===== src/inc/smp_pkg.sv =====
// Package: constants and types for the serial modem port
`default_nettype none
package smp_pkg;
  // Character format
  localparam int unsigned DATA_BITS = 7;
  localparam int unsigned CHAR_W    = 7;
  // Flow-control characters
  localparam logic [6:0] CHAR_XON  = 7'h11;
  localparam logic [6:0] CHAR_XOFF = 7'h13;
  localparam logic [6:0] CHAR_ENQ  = 7'h05;
  localparam logic [6:0] CHAR_ACK  = 7'h06;
  // Receive buffer limits
  localparam int unsigned RX_BUF_MAX   = 128;
  localparam int unsigned RX_XOFF_LVL  = 96;
  localparam int unsigned RX_XON_LVL   = 32;
  localparam int unsigned RX_ACK_SPACE = 100;
  // Timing
  localparam longint unsigned CLK_HZ       = 64'd20000000;
  localparam int unsigned     OVERSAMPLE   = 16;
  localparam int unsigned     DSR_WAIT_S   = 60;
  localparam longint unsigned DSR_WAIT_CYC = CLK_HZ * DSR_WAIT_S;
  localparam logic [2:0]      SPEED_FIXED  = 3'h2;
  // Speed codes
  typedef enum logic [3:0] {
    SMP_B300, SMP_B600, SMP_B1200, SMP_B1800, SMP_B2400, SMP_B4800, SMP_B9600, SMP_SELECT
  } smp_speed_type;
  // Parity modes
  typedef enum logic [1:0] {
    SMP_PAR_ZERO, SMP_PAR_ONE, SMP_PAR_ODD, SMP_PAR_EVEN
  } smp_parity_type;
  // Oversample divisors per speed (clk / (baud*16)), indexed by speed code
  function automatic logic [15:0] smp_divisor(input logic [2:0] code);
    logic [15:0] d;
    d = 16'h0001;
    case (code)
      3'h0:    d = 16'h1046;
      3'h1:    d = 16'h0823;
      3'h2:    d = 16'h0412;
      3'h3:    d = 16'h02B6;
      3'h4:    d = 16'h0209;
      3'h5:    d = 16'h0104;
      3'h6:    d = 16'h0082;
      default: d = 16'h0412;
    endcase
    return d;
  endfunction
endpackage
`default_nettype wire


===== src/rtl/smp_port.sv =====
// Module: serial modem port with modem-control handshakes
`default_nettype none
module smp_port
  import smp_pkg::*;
#(
  parameter longint unsigned DSR_WAIT = smp_pkg::DSR_WAIT_CYC
) (
  // Clock and reset
  input  wire logic                    clk,
  input  wire logic                    reset_n,
  // Configuration
  input  wire logic                    cfg_modem,
  input  wire logic                    cfg_half_duplex,
  input  wire logic                    cfg_enq_ack,
  input  wire logic                    cfg_xon_rx,
  input  wire logic                    cfg_xon_tx,
  input  wire smp_pkg::smp_speed_type  cfg_speed,
  input  wire smp_pkg::smp_speed_type  cfg_high_speed,
  input  wire smp_pkg::smp_speed_type  cfg_low_speed,
  input  wire smp_pkg::smp_parity_type cfg_parity,
  input  wire logic                    cfg_two_stop,
  input  wire logic                    diag_dtr_override_switch,
  input  wire logic                    dtr_on_cmd,
  input  wire logic                    dtr_off_cmd,
  // Status
  output logic                         xon_available,
  output logic                         dtr_shown,
  output logic [2:0]                   eff_high_speed,
  output logic [2:0]                   eff_low_speed,
  output logic [2:0]                   active_speed,
  // Transmit user side
  input  wire logic [6:0]              tx_data,
  input  wire logic                    tx_valid,
  output logic                         tx_ready,
  // Receive user side
  output logic [6:0]                   rx_data,
  output logic                         rx_valid,
  input  wire logic                    rx_ready,
  output logic                         rx_parity_err,
  // Modem pins
  output logic                         txd,
  input  wire logic                    rxd,
  output logic                         rts,
  input  wire logic                    cts,
  output logic                         dtr,
  input  wire logic                    dsr,
  input  wire logic                    dcd,
  input  wire logic                    ring,
  input  wire logic                    rate_sel
);
  import smp_pkg::*;

  // ------------------------------------------------------------
  // Pin synchronisers
  // ------------------------------------------------------------
  logic [2:0] s_rxd, s_cts, s_dsr, s_dcd, s_ring, s_rsel;
  logic       rxd_f, cts_f, dsr_f, dcd_f, ring_f, rsel_f;
  always_ff @(posedge clk or negedge reset_n) begin
    if (!reset_n) begin
      s_rxd  <= 3'h7;
      s_cts  <= 3'h0;
      s_dsr  <= 3'h0;
      s_dcd  <= 3'h0;
      s_ring <= 3'h0;
      s_rsel <= 3'h0;
      rxd_f  <= 1'b1;
      cts_f  <= 1'b0;
      dsr_f  <= 1'b0;
      dcd_f  <= 1'b0;
      ring_f <= 1'b0;
      rsel_f <= 1'b0;
    end else begin
      s_rxd  <= {s_rxd[1:0], rxd};
      s_cts  <= {s_cts[1:0], cts};
      s_dsr  <= {s_dsr[1:0], dsr};
      s_dcd  <= {s_dcd[1:0], dcd};
      s_ring <= {s_ring[1:0], ring};
      s_rsel <= {s_rsel[1:0], rate_sel};
      if (s_rxd[1] == s_rxd[2]) rxd_f <= s_rxd[2];
      if (s_cts[1] == s_cts[2]) cts_f <= s_cts[2];
      if (s_dsr[1] == s_dsr[2]) dsr_f <= s_dsr[2];
      if (s_dcd[1] == s_dcd[2]) dcd_f <= s_dcd[2];
      if (s_ring[1] == s_ring[2]) ring_f <= s_ring[2];
      if (s_rsel[1] == s_rsel[2]) rsel_f <= s_rsel[2];
    end
  end

  // ------------------------------------------------------------
  // Data terminal ready supervision
  // ------------------------------------------------------------
  logic        dtr_q, dsr_seen_q;
  logic [31:0] dsr_wait_q;
  logic        link_up;
  always_ff @(posedge clk or negedge reset_n) begin
    if (!reset_n) begin
      dtr_q      <= 1'b0;
      dsr_seen_q <= 1'b0;
      dsr_wait_q <= 32'h0;
    end else begin
      if (dsr_f) dsr_seen_q <= 1'b1;
      if (dtr_q && !dsr_f && !dsr_seen_q) dsr_wait_q <= dsr_wait_q + 32'h1;
      if (dtr_q && !dsr_f && !dsr_seen_q && dsr_wait_q >= 32'(DSR_WAIT - 1)) begin
        dtr_q <= 1'b0;
      end else if (dtr_q && !dsr_f && dsr_seen_q) begin
        dtr_q <= 1'b0;
      end else if (diag_dtr_override_switch && dtr_off_cmd) begin
        dtr_q <= 1'b0;
      end else if (!dtr_q) begin
        if (!diag_dtr_override_switch) dtr_q <= 1'b1;
        else if (dtr_on_cmd || ring_f) dtr_q <= 1'b1;
      end
      if (!dtr_q) begin
        dsr_seen_q <= 1'b0;
        dsr_wait_q <= 32'h0;
      end
    end
  end
  assign dtr       = dtr_q;
  assign dtr_shown = dtr_q;
  assign link_up   = dtr_q && dsr_f;

  // ------------------------------------------------------------
  // Speed selection
  // ------------------------------------------------------------
  logic [2:0] hi_c, lo_c, spd_q;
  logic [15:0] div_q, osc_q;
  logic        tick;
  assign hi_c = cfg_high_speed[2:0];
  assign lo_c = cfg_low_speed[2:0];
  assign eff_high_speed = (hi_c < lo_c) ? lo_c : hi_c;
  assign eff_low_speed  = (lo_c > hi_c) ? hi_c : lo_c;
  always_ff @(posedge clk or negedge reset_n) begin
    if (!reset_n) begin
      spd_q <= SPEED_FIXED;
      div_q <= 16'h0412;
    end else begin
      if (cfg_speed != SMP_SELECT) spd_q <= cfg_speed[2:0];
      else if (!cfg_modem) spd_q <= SPEED_FIXED;
      else spd_q <= rsel_f ? eff_high_speed : eff_low_speed;
      div_q <= smp_divisor(spd_q);
    end
  end
  assign active_speed = spd_q;
  always_ff @(posedge clk or negedge reset_n) begin
    if (!reset_n) osc_q <= 16'h0;
    else if (osc_q >= div_q - 16'h1) osc_q <= 16'h0;
    else osc_q <= osc_q + 16'h1;
  end
  assign tick = (osc_q == 16'h0);

  // ------------------------------------------------------------
  // Receiver
  // ------------------------------------------------------------
  typedef enum logic [1:0] {R_IDLE, R_START, R_BITS, R_STOP} smp_rx_state_type;
  smp_rx_state_type rst_q;
  logic [3:0]  rph_q;
  logic [3:0]  rbit_q;
  logic [7:0]  rsh_q;
  logic        rx_done, rx_par_bad, rx_accept;
  logic        rx_prev_q;
  function automatic logic par_of(input logic [6:0] d, input smp_parity_type m);
    logic p;
    p = 1'b0;
    case (m)
      SMP_PAR_ZERO: p = 1'b0;
      SMP_PAR_ONE:  p = 1'b1;
      SMP_PAR_ODD:  p = ~(^d);
      SMP_PAR_EVEN: p = ^d;
      default:      p = 1'b0;
    endcase
    return p;
  endfunction
  always_ff @(posedge clk or negedge reset_n) begin
    if (!reset_n) begin
      rst_q     <= R_IDLE;
      rph_q     <= 4'h0;
      rbit_q    <= 4'h0;
      rsh_q     <= 8'h0;
      rx_prev_q <= 1'b1;
    end else begin
      rx_prev_q <= rxd_f;
      case (rst_q)
        R_IDLE: if (rx_prev_q && !rxd_f) begin
          rst_q <= R_START;
          rph_q <= 4'h0;
        end
        R_START: if (tick) begin
          rph_q <= rph_q + 4'h1;
          if (rph_q == 4'(OVERSAMPLE / 2 - 1)) begin
            rph_q  <= 4'h0;
            rbit_q <= 4'h0;
            rst_q  <= rxd_f ? R_IDLE : R_BITS;
          end
        end
        R_BITS: if (tick) begin
          rph_q <= rph_q + 4'h1;
          if (rph_q == 4'(OVERSAMPLE - 1)) begin
            rsh_q  <= {rxd_f, rsh_q[7:1]};
            rbit_q <= rbit_q + 4'h1;
            if (rbit_q == 4'(DATA_BITS)) rst_q <= R_STOP;
          end
        end
        R_STOP: if (tick) begin
          rph_q <= rph_q + 4'h1;
          if (rph_q == 4'(OVERSAMPLE - 1)) rst_q <= R_IDLE;
        end
        default: rst_q <= R_IDLE;
      endcase
    end
  end
  assign rx_done    = (rst_q == R_STOP) && tick && (rph_q == 4'(OVERSAMPLE - 1)) && rxd_f;
  assign rx_par_bad = (rsh_q[7] != par_of(rsh_q[6:0], cfg_parity));
  assign rx_accept  = rx_done && link_up && dcd_f;

  // ------------------------------------------------------------
  // Receive buffer (two entries) and flow control
  // ------------------------------------------------------------
  logic [6:0] rb_d0_q, rb_d1_q;
  logic       rb_p0_q, rb_p1_q;
  logic [1:0] rb_cnt_q;
  logic       rb_push, rb_pop, is_ctl;
  logic       tx_paused_q, rx_held_q, send_xoff_q, send_xon_q, send_ack_q, tx_ctl_take;
  logic [7:0] fill_q;
  logic       xon_ok;
  assign xon_ok        = !cfg_half_duplex;
  assign xon_available = xon_ok;
  assign is_ctl = (xon_ok && cfg_xon_tx &&
                   (rsh_q[6:0] == CHAR_XON || rsh_q[6:0] == CHAR_XOFF)) ||
                  (cfg_enq_ack && rsh_q[6:0] == CHAR_ENQ);
  assign rb_push = rx_accept && !is_ctl && rb_cnt_q != 2'h2 && fill_q < 8'(RX_BUF_MAX);
  assign rb_pop  = rx_valid && rx_ready;
  assign rx_valid      = rb_cnt_q != 2'h0;
  assign rx_data       = rb_d0_q;
  assign rx_parity_err = rb_p0_q;
  always_ff @(posedge clk or negedge reset_n) begin
    if (!reset_n) begin
      rb_d0_q  <= 7'h0;
      rb_d1_q  <= 7'h0;
      rb_p0_q  <= 1'b0;
      rb_p1_q  <= 1'b0;
      rb_cnt_q <= 2'h0;
    end else begin
      if (rb_pop) begin
        rb_d0_q <= rb_d1_q;
        rb_p0_q <= rb_p1_q;
      end
      if (rb_push) begin
        if (rb_cnt_q == 2'h0 || (rb_cnt_q == 2'h1 && rb_pop)) begin
          rb_d0_q <= rsh_q[6:0];
          rb_p0_q <= rx_par_bad;
        end else begin
          rb_d1_q <= rsh_q[6:0];
          rb_p1_q <= rx_par_bad;
        end
      end
      rb_cnt_q <= rb_cnt_q + {1'b0, rb_push} - {1'b0, rb_pop};
    end
  end
  // Fill level since the last ENQ, cleared when an ENQ is accepted, counted up on each push and down on each pop, holding at zero
  always_ff @(posedge clk or negedge reset_n) begin
    if (!reset_n) fill_q <= 8'h0;
    else if (rx_accept && cfg_enq_ack && rsh_q[6:0] == CHAR_ENQ) fill_q <= 8'h0;
    else if (rb_push && !rb_pop) fill_q <= fill_q + 8'h1;
    else if (rb_pop && !rb_push && fill_q != 8'h0) fill_q <= fill_q - 8'h1;
  end
  always_ff @(posedge clk or negedge reset_n) begin
    if (!reset_n) begin
      tx_paused_q <= 1'b0;
      rx_held_q   <= 1'b0;
      send_xoff_q <= 1'b0;
      send_xon_q  <= 1'b0;
      send_ack_q  <= 1'b0;
    end else begin
      if (!(xon_ok && cfg_xon_tx)) tx_paused_q <= 1'b0;
      else if (rx_accept && rsh_q[6:0] == CHAR_XOFF) tx_paused_q <= 1'b1;
      else if (rx_accept && rsh_q[6:0] == CHAR_XON) tx_paused_q <= 1'b0;
      if (xon_ok && cfg_xon_rx && !rx_held_q && fill_q >= 8'(RX_XOFF_LVL)) begin
        rx_held_q   <= 1'b1;
        send_xoff_q <= 1'b1;
      end else if (rx_held_q && fill_q <= 8'(RX_XON_LVL)) begin
        rx_held_q  <= 1'b0;
        send_xon_q <= 1'b1;
      end
      if (rx_accept && cfg_enq_ack && rsh_q[6:0] == CHAR_ENQ &&
          rb_cnt_q == 2'h0) send_ack_q <= 1'b1;
      if (tx_ctl_take) begin
        if (send_xoff_q) send_xoff_q <= 1'b0;
        else if (send_xon_q) send_xon_q <= 1'b0;
        else send_ack_q <= 1'b0;
      end
    end
  end

  // ------------------------------------------------------------
  // Request to send and transmitter
  // ------------------------------------------------------------
  typedef enum logic [1:0] {T_IDLE, T_SHIFT} smp_tx_state_type;
  smp_tx_state_type tst_q;
  logic        rts_q, ctl_pend, tx_go, tx_clear;
  logic [11:0] tsh_q;
  logic [3:0]  tbits_q, tph_q;
  logic [6:0]  ctl_char;
  assign ctl_pend = send_xoff_q || send_xon_q || send_ack_q;
  assign ctl_char = send_xoff_q ? CHAR_XOFF : (send_xon_q ? CHAR_XON : CHAR_ACK);
  assign tx_clear = link_up && (!cfg_half_duplex || (rts_q && cts_f));
  assign tx_go       = tst_q == T_IDLE && tx_clear;
  assign tx_ctl_take = tx_go && ctl_pend;
  assign tx_ready    = tx_go && !ctl_pend && !tx_paused_q;
  always_ff @(posedge clk or negedge reset_n) begin
    if (!reset_n) rts_q <= 1'b0;
    else if (!link_up) rts_q <= 1'b0;
    else if (!cfg_half_duplex) rts_q <= 1'b1;
    else if (!rts_q) rts_q <= (tx_valid || ctl_pend) && !cts_f;
    else if (tst_q == T_IDLE && !ctl_pend && !tx_valid) rts_q <= 1'b0;
  end
  assign rts = rts_q;
  always_ff @(posedge clk or negedge reset_n) begin
    if (!reset_n) begin
      tst_q   <= T_IDLE;
      tsh_q   <= 12'hFFF;
      tbits_q <= 4'h0;
      tph_q   <= 4'h0;
      txd     <= 1'b1;
    end else begin
      case (tst_q)
        T_IDLE: begin
          txd <= 1'b1;
          if (tx_ctl_take || (tx_ready && tx_valid)) begin
            tsh_q <= {3'h7, par_of(tx_ctl_take ? ctl_char : tx_data, cfg_parity),
                      tx_ctl_take ? ctl_char : tx_data, 1'b0};
            tbits_q <= cfg_two_stop ? 4'hB : 4'hA;
            tph_q   <= 4'h0;
            tst_q   <= T_SHIFT;
          end
        end
        T_SHIFT: begin
          txd <= tsh_q[0];
          if (tick) begin
            tph_q <= tph_q + 4'h1;
            if (tph_q == 4'(OVERSAMPLE - 1)) begin
              tsh_q   <= {1'b1, tsh_q[11:1]};
              tbits_q <= tbits_q - 4'h1;
              if (tbits_q == 4'h1) tst_q <= T_IDLE;
            end
          end
        end
        default: tst_q <= T_IDLE;
      endcase
    end
  end

  // ------------------------------------------------------------
  // Checks
  // ------------------------------------------------------------
  property p_rts_no_cts;
    @(posedge clk) disable iff (!reset_n)
      (cfg_half_duplex && !rts_q && cts_f) |=> !rts_q;
  endproperty
  a_rts_no_cts: assert property (p_rts_no_cts) else $error("rts raised with cts on");
  property p_full_rts;
    @(posedge clk) disable iff (!reset_n)
      (!cfg_half_duplex && link_up) |=> (rts_q || !link_up || cfg_half_duplex);
  endproperty
  a_full_rts: assert property (p_full_rts) else $error("rts off in full duplex");
  property p_half_cts;
    @(posedge clk) disable iff (!reset_n) (cfg_half_duplex && tx_ready) |-> cts_f && rts_q;
  endproperty
  a_half_cts: assert property (p_half_cts) else $error("tx without cts");
  property p_rx_gate;
    @(posedge clk) disable iff (!reset_n) rb_push |-> dtr_q && dsr_f && dcd_f;
  endproperty
  a_rx_gate: assert property (p_rx_gate) else $error("rx accepted without lines");
  property p_dsr_drop;
    @(posedge clk) disable iff (!reset_n) (dtr_q && dsr_seen_q && !dsr_f) |=> !dtr_q;
  endproperty
  a_dsr_drop: assert property (p_dsr_drop) else $error("dtr held after dsr drop");
  property p_dtr_default;
    @(posedge clk) disable iff (!reset_n)
      (!diag_dtr_override_switch && !dtr_q && !(dsr_seen_q && !dsr_f)) |=> dtr_q;
  endproperty
  a_dtr_default: assert property (p_dtr_default) else $error("dtr not forced on");
  property p_hw_sel;
    @(posedge clk) disable iff (!reset_n)
      (cfg_speed == SMP_SELECT && !cfg_modem) [*2] |-> spd_q == SPEED_FIXED;
  endproperty
  a_hw_sel: assert property (p_hw_sel) else $error("hardwired select not 1200");
  property p_order;
    @(posedge clk) disable iff (!reset_n) eff_low_speed <= eff_high_speed;
  endproperty
  a_order: assert property (p_order) else $error("low above high");
  property p_xoff_pause;
    @(posedge clk) disable iff (!reset_n) tx_paused_q |-> !tx_ready;
  endproperty
  a_xoff_pause: assert property (p_xoff_pause) else $error("tx while paused");
  c_tx: cover property (@(posedge clk) tx_valid && tx_ready);
  c_rx: cover property (@(posedge clk) rb_push);
  c_dtr_to: cover property (@(posedge clk) $fell(dtr_q) && !dsr_seen_q);
endmodule // smp_port
`default_nettype wire


===== config.mk =====
export PLATFORM = sky130hd
export DESIGN_NAME = smp_port
export DESIGN_NICKNAME = d
export VERILOG_FILES = /design/src/inc/smp_pkg.sv /design/src/rtl/smp_port.sv
export SDC_FILE = /design/constraint.sdc
export NUM_CORES = 1
export LEC_CHECK = 0
export BUFFER_PORTS_ARGS = -buffer_cell sky130_fd_sc_hd__buf_2
export CAP_MARGIN = 40
export CORE_ASPECT_RATIO = 1.2
export CORE_MARGIN = 2
export CORE_UTILIZATION = 36
export CTS_CLUSTER_DIAMETER = 40
export DETAILED_ROUTE_END_ITERATION = 12
export REMOVE_ABC_BUFFERS = 1
export SETUP_SLACK_MARGIN = 0.1
export SLEW_MARGIN = 20
export SYNTH_ARGS = -nofsm -noshare
export SYNTH_HDL_FRONTEND = slang
export SYNTH_SLANG_ARGS = --single-unit
export TNS_END_PERCENT = 50

===== constraint.sdc =====
create_clock -name clk -period 4.45 [get_ports clk]
set_clock_uncertainty 0.1 [all_clocks]
set_input_delay 0.6675 -clock clk [delete_from_list [all_inputs] [get_ports clk]]
set_output_delay 0.6675 -clock clk [all_outputs]
set_load 0.03 [all_outputs]

==> metrics.md <==
| Metric | Value |
|---|---|
| Die width | 144 um |
| Total GRT Usage | 0.136 |
| RePlAce Congestion | 0.764 |
| Routed wire length | roughly 16000 um |
| Fill cells | 2250 |
| Setup CP Type | register to register |
| Final nets | a little under 1000 |
| Antenna violations before repair | 0 |
| Yosys top cell area share | 0.416 |
| Max Fanout on Critical Path | 8 |
| Worst Setup Slack, final | 0.603 ns |
| DRT antenna net count | 0 |
| Die height | 171 um |
| CTS Root Cell | clkbuf_16 |
| Hold Vio Cnt, Final | 0 |
| Via count | 5905 |
| DRC Markers | 0 |
| Core footprint | between 20000 and 25000 sq um |
| Setup Total Neg Slack | 0 ns |
| Synth area leader | dfrtp_1 |
| Cell Pwr Density | 447 nW/um^2 |
| Clock Latency Late Sink | 0.42 ns |
| First-pass DRT Iterations | 4 |
| Starting DRT DRC Count | 220 |
| Setup bufs post-CTS | 0 |
| CTS tree | done |
| Largest net degree at the start of global routing | 78 |
| Area Overhead vs Synth | 15.6% |
| Yosys Warn Count | 0 |
| Post-synthesis async set-or-reset flop share | 1.00 |
| Max Slew Vio Count | 0 |
| Share of layout cells above drive strength 1 | 0.178 |
| Largest stage delay, worst path | 0.42 ns |
| Syn Inst Count | around 800 |
| CP most frequent cell | ha_1 |
| Crit path from | osc_q[0]$_DFF_PN0_ |
| CTS clock-pin slew for the worst setup and hold paths | approximately 0.060 ns |
| Worst ir drop on vdd | 0.282 mV |
| Critical path's slowest cell | dfrtp_1 |
| Design area | 9730 sq um |
| Max-slew headroom | 0.436 |
| Maximum clock frequency | around 260 MHz |
| CP required | around 4.6 ns |
| Setup crit start kind | register |
| Number of port buffers | just over 60 |
| Clock sinks | 159 |
| Vias in the first global route | 5808 |
| Routed len/inst | 13.2 um |
| Top_reg_cell synth | dfrtp_1 |
| Synthesized area per cell | around 10 sq um |
| Utilization after layout | 0.422 |
| Global route hottest layer | met2 |
| LEAKAGE | 0.00459 uW |
| Initial core utilization | 0.365 |
| Hpwl dp | 11400 um |
| Global-route wire length before repair | 27400 um |
| #FFs+latches synth | 159 |
| Max_cap viols | 0 |
| Min Tclk post-route | 3.85 ns |
| Max clock buf depth | 2 |
| EDFF count, synth | 0 |
| Rows | 61 |
| Fin crit share | 0.864 |
| Worst-path cell chain | inv_1 -> ha_1 -> nor4b_2 -> and4_4 -> nand3_4 -> nor3_4 -> ha_1 -> inv_1 -> ha_1 -> a21oi_1 -> o211ai_1 -> o41ai_1 -> mux2_2 -> xor2_1 -> nor2_1 |
| # setup viols final | 0 |
| H-tree lvl count | 4 |
| Gr ovfl total | 0 |
| Die ar. | 24600 sq um |
| Antenna cells | 0 |
| Ports | 64 |
| Vias per inst | between 4 and 5 |
| DP Area | ~9000 sq um |
| Dpl ws | about 0.57 ns |
| Met2 usage | 0.226 |
| RSZ-0062 raised after global routing | no |
| GR Layer Usage met3 | 0.0256 |
| HP Class | input port to register |
| Hold path start | rxd |
| Worst Tran Pin Value | between 0.8 and 0.9 ns |
| WHS | 0.243 ns |
| Setup crit end kind | register |
| Worst R2R Start | osc_q[0]$_DFF_PN0_ |
| Cell area after synthesis | 8420 sq um |
| Area contributors post-synth | dfrtp_1 42%, ha_1 6.4%, dfstp_2 5.9%, xnor2_1 4.6%, nand2_1 3.5% |
| Total CTS buffers | 17 |
| Critical path arrival | 4.02 ns |
| Sequential area share after synthesis | 0.476 |
| Outcome | complete, no violations |
| Distinct cells, synth | 70 |
| GR Util met1 | 0.180 |
-- cell usage in the layout (no fill, tap or decap), types with 4 or more instances in the layout --
master | Yosys | routed
a211oi_1 | 4 | 4
dfstp_2 | 19 | 19
nand3_1 | 26 | 26
dfrtp_1 | 140 | 140
nor2_1 | 58 | 58
nand4_1 | 22 | 22
and3_1 | 17 | 17
o31ai_1 | 7 | 7
ha_1 | 43 | 43
nand2b_1 | 7 | 7
o211ai_1 | 5 | 5
and4_1 | 4 | 4
mux2i_1 | 25 | 25
clkbuf_16 | 0 | 17
bufinv_16 | 0 | 5
a21boi_0 | 6 | 6
maj3_1 | 6 | 6
buf_2 | 1 | 61
xnor2_1 | 44 | 44
nor3_1 | 23 | 23
mux2_2 | 17 | 17
or3_1 | 5 | 5
o21ai_0 | 41 | 41
a21o_1 | 10 | 10
inv_1 | 38 | 38
xor2_1 | 27 | 27
a21oi_1 | 23 | 23
and2_1 | 21 | 21
nor2b_1 | 14 | 14
nand2_1 | 79 | 79
clkinv_4 | 0 | 4
a31oi_1 | 5 | 5
-- metal layers --
layer | part of all wire | up-vias
met5 | 0 | -
met1 | 0.48 | 2807
met4 | 0.014 | 0
li1 | - | 2995
met3 | 0.032 | 15
met2 | 0.48 | 88
-- layout make-up --
type,count,area [sq um],area share
Multi-Input combinational cell,601,4160,0.427
Tap cell,315,394,0.0405
Clock buffer,18,439,0.0452
Clock inverter,14,215,0.0221
Inverter,38,143,0.0147
Sequential cell,159,4000,0.411
Timing Repair Buffer,67,377,0.0387
-- report_power, final --
part           switching, uW  total [uW]  internal, uW  leakage (uW)
Sequential               213        1880          1660       0.00203
Combinational            493         863           371       0.00225
Clock                    594        1600          1010      0.000316
-- kinds of logic after synthesis --
logic type,count (synthesis),synth area share
flip-flops,159,0.476
adder cells (fa/ha/maj),50,0.0734
XOR/XNOR,71,0.0739
AND/OR/NAND/NOR,312,0.197
buffers and inverters,60,0.0305
multiplexers,44,0.0561
AO/OA/AOI/OAI,124,0.0931
-- worst paths after layout --
kind,to,slack [ns],cells past startpoint
max in group asynchronous,s_rxd[0]$_DFF_PN1_,2.97,3
min,s_rxd[0]$_DFF_PN1_,0.24,1
min in group asynchronous,rx_data[3]$_DFF_PN0_,0.54,2
max,fill_q[7]$_DFFE_PN0P_,0.60,15
max reg2reg,fill_q[7]$_DFFE_PN0P_,0.60,15
min reg2reg,s_rsel[1]$_DFF_PN0_,0.25,0
-- synthesized netlist by cell type, drive strengths merged (2+ instances only) --
master	n
and3	18
a22oi	3
a21o	10
and4	6
clkbuf	15
nor3b	3
a31oi	5
nand3b	2
a211o	2
inv	38
mux2i	25
o21bai	2
mux2	19
maj3	6
nor4	5
nand3	28
xnor2	44
nor2	62
nor2b	14
xor2	27
a21oi	23
o22ai	3
o211ai	5
or4	3
nor3	26
a211oi	5
a21boi	6
dfstp	19
o31ai	7
and2	21
nand4b	2
o21a	2
ha	43
or2	3
o21ai	43
nor4b	3
nand4	22
nand2b	7
buf	7
dfrtp	140
or3	5
nand2	81
-- through the flow --
stage	total power (uW)	cells
final	4340	1212
after global routing	4620	1212
after CTS	4410	1212
after detailed placement	2780	1179
after global placement	2760	1177
after floorplan	2500	798
-- timing repair --
action,in CTS,in global routing
hold buffers,1,0
endpoints found under the hold margin,12,0
resized for setup,0,0
-- sequential cells by signal, summed over array words and instances, names as in the netlist, 7 cells and up, named ones only --
name        cells
div_q          12
dsr_wait_q     32
fill_q          8
osc_q          16
rb_d1_q         7
rsh_q           8
rx_data         7
tsh_q           9
-- critical path, delay by kind of cell, from the launching register on --
family / cells / cell delay (ns)
compound gates: 3 / 0.63
mux: 1 / 0.39
flops: 1 / 0.42
fa+ha+maj: 3 / 0.75
simple gates: 5 / 1.01
xor+xnor: 1 / 0.14
buf+inv: 2 / 0.28
Note: power is estimated with default switching activity, not from simulation.
